--- config.mk ---
export PLATFORM = sky130hd
export DESIGN_NAME = vcrcs_top
export DESIGN_NICKNAME = d
export VERILOG_FILES = /design/src/logic/vcrcs_pkg.sv /design/src/logic/vcrcs_top.sv /design/src/logic/vcrcs_wb_slave.sv /design/src/logic/vcrcs_load_seq.sv
export SDC_FILE = /design/constraint.sdc
export NUM_CORES = 1
export LEC_CHECK = 0
export BUFFER_PORTS_ARGS = -buffer_cell sky130_fd_sc_hd__buf_2
export CELL_PAD_IN_SITES_DETAIL_PLACEMENT = 0
export CELL_PAD_IN_SITES_GLOBAL_PLACEMENT = 1
export CORE_UTILIZATION = 27
export DETAILED_ROUTE_END_ITERATION = 8
export PLACE_DENSITY = 0.71
export SYNTH_ARGS = -nofsm -noshare
export SYNTH_HDL_FRONTEND = slang
export SYNTH_SLANG_ARGS = --single-unit
--- constraint.sdc ---
create_clock -name clk -period 1.6 [get_ports clk]
set_input_delay 0.24 -clock clk [delete_from_list [all_inputs] [get_ports clk]]
set_output_delay 0.24 -clock clk [all_outputs]
set_load 0.01 [all_outputs]
--- src/logic/vcrcs_pkg.sv ---
// Package with register map, field layout and types of the VC resource control block.
package vcrcs_pkg;

  // Register byte offsets.
  localparam logic [11:0] VCRCS_CTRL_OFF = 12'h214;
  localparam logic [11:0] VCRCS_STAT_OFF = 12'h218;

  // Control register field positions.
  localparam int VCRCS_TCMAP_LSB = 0;
  localparam int VCRCS_TCMAP_MSB = 7;
  localparam int VCRCS_LOAD_BIT = 16;
  localparam int VCRCS_SEL_LSB = 17;
  localparam int VCRCS_SEL_MSB = 19;
  localparam int VCRCS_CHID_LSB = 24;
  localparam int VCRCS_CHID_MSB = 26;
  localparam int VCRCS_CHEN_BIT = 31;

  // Status register field positions.
  localparam int VCRCS_TSTAT_BIT = 16;
  localparam int VCRCS_NEG_BIT = 17;

  // Values after reset and fixed field values.
  localparam logic [7:0] VCRCS_TCMAP_RST = 8'hff;
  localparam logic [2:0] VCRCS_SEL_RST = 3'h0;
  localparam logic [2:0] VCRCS_CHID_VAL = 3'h0;
  localparam logic VCRCS_CHEN_VAL = 1'b1;
  localparam logic [7:0] VCRCS_CAP_UP = 8'h03;
  localparam logic [7:0] VCRCS_CAP_DOWN = 8'h01;

  // Cycles the table copy into the arbiter takes, one per table word.
  localparam logic [3:0] VCRCS_LOAD_CYCLES = 4'h8;

  // Bus request carried from the bus front end to the register bank.
  typedef struct packed {
    logic wr;
    logic rd;
    logic [11:0] addr;
    logic [31:0] data;
    logic [3:0] sel;
  } vcrcs_req_t;

  // Link state reported by the data link layer.
  typedef struct packed {
    logic dl_active;
    logic fc_init2;
  } vcrcs_link_t;

  // Returns the merged byte-enabled value of a register write.
  function automatic logic [31:0] vcrcs_merge(input logic [31:0] old_v,
                                              input logic [31:0] new_v,
                                              input logic [3:0] sel);
    logic [31:0] r;
    r = old_v;
    for (int i = 0; i < 4; i++) begin
      if (sel[i]) begin
        r[i*8 +: 8] = new_v[i*8 +: 8];
      end
    end
    return r;
  endfunction : vcrcs_merge

endpackage : vcrcs_pkg

--- src/logic/vcrcs_top.sv ---
// VC resource control and status register bank with table load control.
//
// The Wishbone slave port is this design's own decision.
`timescale 1ns/1ps
module vcrcs_top
  import vcrcs_pkg::*;
(
  // Clock and reset.
  input wire logic clk,
  input wire logic nrst,
  // Port role: high on the upstream port, held static.
  input wire logic is_upstream,
  // Wishbone slave port.
  input wire logic wb_cyc_i,
  input wire logic wb_stb_i,
  input wire logic wb_we_i,
  input wire logic [11:0] wb_adr_i,
  input wire logic [31:0] wb_dat_i,
  input wire logic [3:0] wb_sel_i,
  output logic wb_ack_o,
  output logic [31:0] wb_dat_o,
  // Table and link events.
  input wire logic table_write,
  input vcrcs_link_t link,
  // Towards the port arbiter.
  output logic [7:0] traffic_class_map,
  output logic [2:0] arbitration_select,
  output logic table_load_stb,
  output logic [7:0] arbitration_capability
);

  ////////////////////////////////////////////////////////////////////////////////

  vcrcs_req_t req;
  logic ack_w;
  logic seq_busy;
  logic seq_done;
  logic seq_copy;
  logic load_go;
  logic [7:0] tcmap_q;
  logic [2:0] sel_q;
  logic tstat_q;
  logic neg_q;
  logic fc2_q;
  logic [31:0] rdata_q;
  logic [31:0] ctrl_v;
  logic [31:0] stat_v;
  logic [31:0] wmerged;
  logic [7:0] cap_v;
  logic uses_table;
  logic [2:0] wsel;
  logic ctrl_wr;
  logic copy_q;

  // Bus front end.
  vcrcs_wb_slave u_wb (
    .clk(clk),
    .nrst(nrst),
    .wb_cyc_i(wb_cyc_i),
    .wb_stb_i(wb_stb_i),
    .wb_we_i(wb_we_i),
    .wb_adr_i(wb_adr_i),
    .wb_dat_i(wb_dat_i),
    .wb_sel_i(wb_sel_i),
    .wb_ack_o(ack_w),
    .req(req)
  );

  // Table copy sequencer.
  vcrcs_load_seq u_seq (
    .clk(clk),
    .nrst(nrst),
    .start(load_go),
    .busy(seq_busy),
    .done(seq_done),
    .copy_stb(seq_copy)
  );

  ////////////////////////////////////////////////////////////////////////////////

  assign cap_v = is_upstream ? VCRCS_CAP_UP : VCRCS_CAP_DOWN;

  assign ctrl_wr = req.wr && (req.addr == VCRCS_CTRL_OFF);
  assign wmerged = vcrcs_merge(ctrl_v, req.data, req.sel);

  // Scheme as it stands after this write, so one write may select and load.
  assign wsel = wmerged[VCRCS_SEL_MSB:VCRCS_SEL_LSB];

  // Selected scheme uses the table when it is nonzero and its bit is set in cap_v for this port role.
  assign uses_table = (wsel != 3'h0) && cap_v[wsel];

  // load start gating
  // A one in the load bit on the upstream port with a table scheme starts a copy.
  assign load_go = ctrl_wr && req.sel[2] && req.data[VCRCS_LOAD_BIT] && is_upstream
                   && uses_table && !seq_busy;

  // Control register image as read back.
  always_comb begin
    ctrl_v = 32'h0;
    ctrl_v[VCRCS_TCMAP_MSB:VCRCS_TCMAP_LSB] = tcmap_q;
    ctrl_v[VCRCS_LOAD_BIT] = 1'b0;
    ctrl_v[VCRCS_SEL_MSB:VCRCS_SEL_LSB] = sel_q;
    ctrl_v[VCRCS_CHID_MSB:VCRCS_CHID_LSB] = VCRCS_CHID_VAL;
    ctrl_v[VCRCS_CHEN_BIT] = VCRCS_CHEN_VAL;
  end

  // Status register image; every other bit stays zero.
  always_comb begin
    stat_v = 32'h0;
    stat_v[VCRCS_TSTAT_BIT] = tstat_q && is_upstream;
    stat_v[VCRCS_NEG_BIT] = neg_q && link.dl_active && VCRCS_CHEN_VAL;
  end

  ////////////////////////////////////////////////////////////////////////////////

  // Traffic class map: bit 0 keeps its reset value.
  always_ff @(posedge clk or negedge nrst) begin
    if (!nrst) begin
      tcmap_q <= VCRCS_TCMAP_RST;
    end else if (ctrl_wr) begin
      tcmap_q <= {wmerged[VCRCS_TCMAP_MSB:1], VCRCS_TCMAP_RST[0]};
    end
  end

  // Arbitration select is stored as written; software keeps it legal.
  always_ff @(posedge clk or negedge nrst) begin
    if (!nrst) begin
      sel_q <= VCRCS_SEL_RST;
    end else if (ctrl_wr) begin
      sel_q <= wsel;
    end
  end

  // Table status: a table write wins over completion of a running copy.
  always_ff @(posedge clk or negedge nrst) begin
    if (!nrst) begin
      tstat_q <= 1'b0;
    end else if (table_write && is_upstream) begin
      tstat_q <= 1'b1;
    end else if (seq_done) begin
      tstat_q <= 1'b0;
    end
  end

  // Negotiation pending: set while the link is not active, cleared when the second init state ends.
  always_ff @(posedge clk or negedge nrst) begin
    if (!nrst) begin
      fc2_q <= 1'b0;
      neg_q <= 1'b0;
    end else begin
      fc2_q <= link.fc_init2;
      if (!link.dl_active) begin
        neg_q <= 1'b1;
      end else if (fc2_q && !link.fc_init2) begin
        neg_q <= 1'b0;
      end
    end
  end

  // Read data register; unmapped reads return zero.
  always_ff @(posedge clk or negedge nrst) begin
    if (!nrst) begin
      rdata_q <= 32'h0;
    end else if (req.rd) begin
      unique case (req.addr)
        VCRCS_CTRL_OFF: rdata_q <= ctrl_v;
        VCRCS_STAT_OFF: rdata_q <= stat_v;
        default: rdata_q <= 32'h0;
      endcase
    end
  end

  // Copy strobe registered for the arbiter, which skips invalid entries itself.
  always_ff @(posedge clk or negedge nrst) begin
    if (!nrst) begin
      copy_q <= 1'b0;
    end else begin
      copy_q <= seq_copy;
    end
  end

  ////////////////////////////////////////////////////////////////////////////////

  // Outputs.
  assign wb_ack_o = ack_w;
  assign wb_dat_o = rdata_q;
  assign traffic_class_map = tcmap_q;
  assign arbitration_select = sel_q;
  assign table_load_stb = copy_q;
  assign arbitration_capability = cap_v;

endmodule : vcrcs_top

--- src/logic/vcrcs_wb_slave.sv ---
// Classic Wishbone slave front end that turns bus cycles into single-cycle requests.
`timescale 1ns/1ps
module vcrcs_wb_slave
  import vcrcs_pkg::*;
(
  // Clock and reset.
  input wire logic clk,
  input wire logic nrst,
  // Wishbone slave port.
  input wire logic wb_cyc_i,
  input wire logic wb_stb_i,
  input wire logic wb_we_i,
  input wire logic [11:0] wb_adr_i,
  input wire logic [31:0] wb_dat_i,
  input wire logic [3:0] wb_sel_i,
  output logic wb_ack_o,
  // Request towards the register bank.
  output vcrcs_req_t req
);

  logic ack_q;

  // Ack one cycle after the strobe, then drop it so each access is acked once.
  always_ff @(posedge clk or negedge nrst) begin
    if (!nrst) begin
      ack_q <= 1'b0;
    end else begin
      ack_q <= wb_cyc_i && wb_stb_i && !ack_q;
    end
  end

  // The request acts in the cycle of the ack edge only.
  always_comb begin
    req.wr = wb_cyc_i && wb_stb_i && !ack_q && wb_we_i;
    req.rd = wb_cyc_i && wb_stb_i && !ack_q && !wb_we_i;
    req.addr = {wb_adr_i[11:2], 2'b00};
    req.data = wb_dat_i;
    req.sel = wb_sel_i;
  end

  assign wb_ack_o = ack_q;

endmodule : vcrcs_wb_slave

--- src/logic/vcrcs_load_seq.sv ---
// Sequencer that copies the arbitration table into the arbiter on request.
`timescale 1ns/1ps
module vcrcs_load_seq
  import vcrcs_pkg::*;
(
  // Clock and reset.
  input wire logic clk,
  input wire logic nrst,
  // Start pulse and progress.
  input wire logic start,
  output logic busy,
  output logic done,
  // Copy strobe towards the arbiter.
  output logic copy_stb
);

  typedef enum logic [1:0] {
    VCRCS_IDLE = 2'b00,
    VCRCS_COPY = 2'b01,
    VCRCS_DONE = 2'b11
  } vcrcs_seq_t;

  vcrcs_seq_t state_q;
  logic [3:0] cnt_q;

  // Walk one table word per cycle, then report completion for one cycle.
  always_ff @(posedge clk or negedge nrst) begin
    if (!nrst) begin
      state_q <= VCRCS_IDLE;
      cnt_q <= 4'h0;
    end else begin
      unique case (state_q)
        VCRCS_IDLE: begin
          if (start) begin
            state_q <= VCRCS_COPY;
            cnt_q <= VCRCS_LOAD_CYCLES - 4'h1;
          end
        end
        VCRCS_COPY: begin
          if (cnt_q == 4'h0) begin
            state_q <= VCRCS_DONE;
          end else begin
            cnt_q <= cnt_q - 4'h1;
          end
        end
        VCRCS_DONE: begin
          state_q <= VCRCS_IDLE;
        end
        default: begin
          state_q <= VCRCS_IDLE;
        end
      endcase
    end
  end

  assign busy = (state_q != VCRCS_IDLE);
  assign done = (state_q == VCRCS_DONE);
  assign copy_stb = (state_q == VCRCS_COPY);

endmodule : vcrcs_load_seq

==> out/qor.log <==
INFO  floorplanning  num_rows=28
INFO  setup_path     worst_r2r_endpoint=traffic_class_map[5]
INFO  run_status     status=complete, but fails checks
INFO  floorplanning  fp.dieW=80.92um
INFO  sta            final_period_minus_worst_setup_slack=1.624ns
INFO  final_layout   layout-drive-gt1-share=48.18%
INFO  sta            slew_violations=0
INFO  global_routing grt_pass1_vias=1,196
INFO  global_routing grt_start_max_net_pins=34
INFO  drt            initialDrtViolationCount=55
INFO  drt            drt_via_density=4.349
INFO  synth          yosys_warnings=0
INFO  floorplanning  floorplan.die.height=80.92um
INFO  setup_path     worstPathArrival=1.83ns
INFO  sta            clock-skew-final=0.002176ns
INFO  drt            firstDrtPassIters=3
INFO  cts            clkTransAtPathRegs=0.07ns
INFO  synth          async_reset_ff_share=100.0%
INFO  synth          synthesis.area_per_instance=11.29um^2
INFO  synth          post_synth_instance_area=1682um^2
INFO  place          gp_routability_congestion=0.7266
INFO  flow_run       max_capacitance_violation_total=0
INFO  synth          ys.flop_type=sky130_fd_sc_hd__dfrtp_1
INFO  setup_path     cp.required=1.81ns
INFO  synth          edff_count_synth=0
INFO  cts            clock_insertion_delay_worst_skew=0.28ns
INFO  setup_path     ff2ff_path_depth=3
INFO  sta            fin_crit_sh=101.5%
INFO  global_routing grtUsageTotal=11.24%
INFO  power          post-layout-total-power=1.572mW
INFO  drt            total_wirelength_of_the_detailed_routed_design=3453um
INFO  final_layout   design.final.nets=277
INFO  place          port-buffer-count=57
INFO  setup_path     regToRegSetupSlack=0ns
INFO  place          post_place_setup_slack=-0.3292ns
INFO  global_routing grt_antenna_before_repair=0
INFO  global_routing overflow=0
INFO  place          detailed_place_hpwl=2683um
INFO  cts            cts-buffers-inserted=5
INFO  setup_path     source_of_the_critical_timing_path=wb_adr_i[11]
INFO  setup_path     worst_setup_path_endpoint=traffic_class_map[5]
INFO  setup_path     worst_r2r_startpoint=u_wb.wb_ack_o
INFO  setup_path     worstSetupStartpointType=primary input
INFO  global_routing grt_pass1_wl=5554um
INFO  floorplanning  fp.coreArea=5956um^2
INFO  cts            cts_buffer_depth=2
INFO  final_layout   num_antenna_cells=0
INFO  setup_path     critPathKind=primary input to register
INFO  hold_path      type_of_the_worst_min_delay_path=primary input to register
INFO  power          power_leakage=1.151nW
INFO  cts            clock_sinks=33
INFO  sta            rsz0062_at_grt=true
INFO  synth          synth.lib_cells_used.distinct=38
INFO  power          p_per_area=729.9nW/um^2
INFO  sta            finalWorstSetupSlack=-0.02378ns
INFO  cts            clock_tree_from_tritoncts=done
INFO  cts            cts_root_buf=sky130_fd_sc_hd__clkbuf_8
INFO  drt            route.detailed.wl_per_inst=11.71um
INFO  setup_path     timing.critical_path.to_type=register
INFO  place          placed_area=2038um^2
INFO  sta            final_setup_fails=7
INFO  sta            timing.fmax=0.6158GHz
INFO  power          vdd.ir_drop.worst=0.3729mV
INFO  synth          synthesis.instances=149
INFO  final_layout   area_growth_syn_to_layout=28.05%
INFO  drt            detailroute.via_count=1,283
INFO  synth          synth-seq-area-share=49.63%
INFO  cts            cts_max_level=2
INFO  synth          synth-seq-cells=33
INFO  drt            route.antenna.remaining_nets=0
INFO  floorplanning  top_level_ports=110
INFO  run_status     violations=setup timing
INFO  sta            hold_viol_final=0
INFO  floorplanning  design.die.area=6548um^2
INFO  setup_path     path_max_fanout=7
INFO  final_layout   post-route-cell-area=2153um^2
INFO  cts            cts.repair_timing.setup_buffer_count=0
INFO  floorplanning  initial_core_utilization=28.24%
INFO  drt            drc=0
==> layout make-up <==
type	instances	area (um^2)
fill	616	3802
sequential	33	834.6
multi-input combinational	100	705.7
timing repair buffer	73	414.1
tap	75	93.84
clock buffer	6	72.57
inverter	6	22.52
clock inverter	2	10.01
==> critical path: stages <==
cell,delay [ns]
sky130_fd_sc_hd__buf_6,0.09
sky130_fd_sc_hd__or4b_4,0.54
sky130_fd_sc_hd__or4_4,0.63
sky130_fd_sc_hd__mux2_4,0.33
==> layer usage <==
| metal | vias up | track usage (%) | part of all wire [%] |
|---|---|---|---|
| met3 | 6 | 4.045 | 8.7 |
| li1 | 607 | - | - |
| met4 | 0 | 4.286 | 1.5 |
| met2 | 64 | 17.48 | 43 |
| met1 | 606 | 14.16 | 47 |
| met5 | - | 0 | 0 |
==> repair_timing <==
item                       4_1_cts  5_1_grt
setup endpoints to repair        7       14
hold endpoints to repair        26        0
resized for setup                1        5
pin swaps                        0        1
hold buffers                     1        0
==> cells by family after synthesis <==
family | count (synthesis) | synth area share [%]
other | 2 | 0.4466
AND/OR/NAND/NOR | 34 | 12.05
multiplexers | 12 | 9.524
flip-flops | 33 | 49.63
buffers and inverters | 41 | 16.07
AO/OA/AOI/OAI | 26 | 11.53
adder cells (fa/ha/maj) | 1 | 0.7439
==> how the worst min path moves through the flow <==
stage | startpoint | end | slack [ns] | depth (start not counted)
after floorplan | nrst | arbitration_select[0] | -0.06 | 0
after global placement | nrst | wb_dat_o[3] | 0.29 | 2
after detailed placement | nrst | table_load_stb | 0.29 | 2
after CTS | link[0] | fc2_q | 0.06 | 1
after global routing | link[0] | fc2_q | 0.07 | 1
final | link[0] | fc2_q | 0.08 | 1
==> stage by stage <==
stage / std cells / TNS, ns / hold slack, ns / util [%]
2_1_floorplan: 174 / -1.452 / -0.05559 / -
3_3_place_gp: 286 / -5.698 / 0.2860 / 34.22
3_5_place_dp: 286 / -5.899 / 0.2918 / 34.22
4_1_cts: 295 / -0.1297 / 0.06433 / 35.88
5_1_grt: 295 / -0.3797 / 0.07352 / 36.16
6_report: 295 / -0.1358 / 0.07505 / 36.16
==> registers in the layout, indices dropped and copies added (netlist names) <==
signal / flops
fc2_q: 1
u_wb.wb_ack_o: 1
u_seq.cnt_q: 4
arbitration_select: 3
u_seq.state_q: 2
table_load_stb: 1
tstat_q: 1
wb_dat_o: 12
neg_q: 1
traffic_class_map: 7
==> cell usage in the layout, fill, tap and decap left out, drive strengths merged, types with 2 or more instances in the layout <==
cell type | netlist | routed
nand2 | 10 | 10
mux2 | 11 | 11
a21oi | 4 | 4
o21ai | 3 | 3
inv | 6 | 6
dfstp | 7 | 7
or4b | 2 | 2
nor3 | 3 | 3
clkinv | 0 | 2
conb | 2 | 27
nand3b | 2 | 2
a22o | 10 | 10
dfrtp | 26 | 26
buf | 30 | 72
nor2 | 4 | 4
clkbuf | 5 | 6
nand4bb | 2 | 2
nand3 | 2 | 2
o31ai | 2 | 2
==> power breakdown <==
group | switching, mW | internal (mW) | total [mW] | leakage [nW]
registers | 0.00241 | 0.840 | 0.843 | 0.423
logic | 0.0784 | 0.0562 | 0.135 | 0.683
clock network | 0.293 | 0.301 | 0.594 | 0.0450
==> cell usage after synthesis, types with 2 or more instances <==
cell	number	share of area, %
sky130_fd_sc_hd__buf_4	29	13
sky130_fd_sc_hd__nand4bb_1	2	1.3
sky130_fd_sc_hd__mux2_2	4	2.7
sky130_fd_sc_hd__a22o_1	10	5.2
sky130_fd_sc_hd__mux2_4	7	6.2
sky130_fd_sc_hd__dfrtp_1	26	39
sky130_fd_sc_hd__nand3b_1	2	0.89
sky130_fd_sc_hd__inv_1	6	1.3
sky130_fd_sc_hd__nand3_1	2	0.60
sky130_fd_sc_hd__dfstp_2	7	11
sky130_fd_sc_hd__o21ai_0	3	0.89
sky130_fd_sc_hd__conb_1	2	0.45
sky130_fd_sc_hd__a21oi_1	4	1.2
sky130_fd_sc_hd__nor3_1	3	0.89
sky130_fd_sc_hd__or4b_1	2	1.2
sky130_fd_sc_hd__clkbuf_1	5	1.1
sky130_fd_sc_hd__nor2_1	4	0.89
sky130_fd_sc_hd__nand2_1	10	2.2
sky130_fd_sc_hd__o31ai_1	2	0.89
Note: power is estimated with default switching activity, not from simulation.
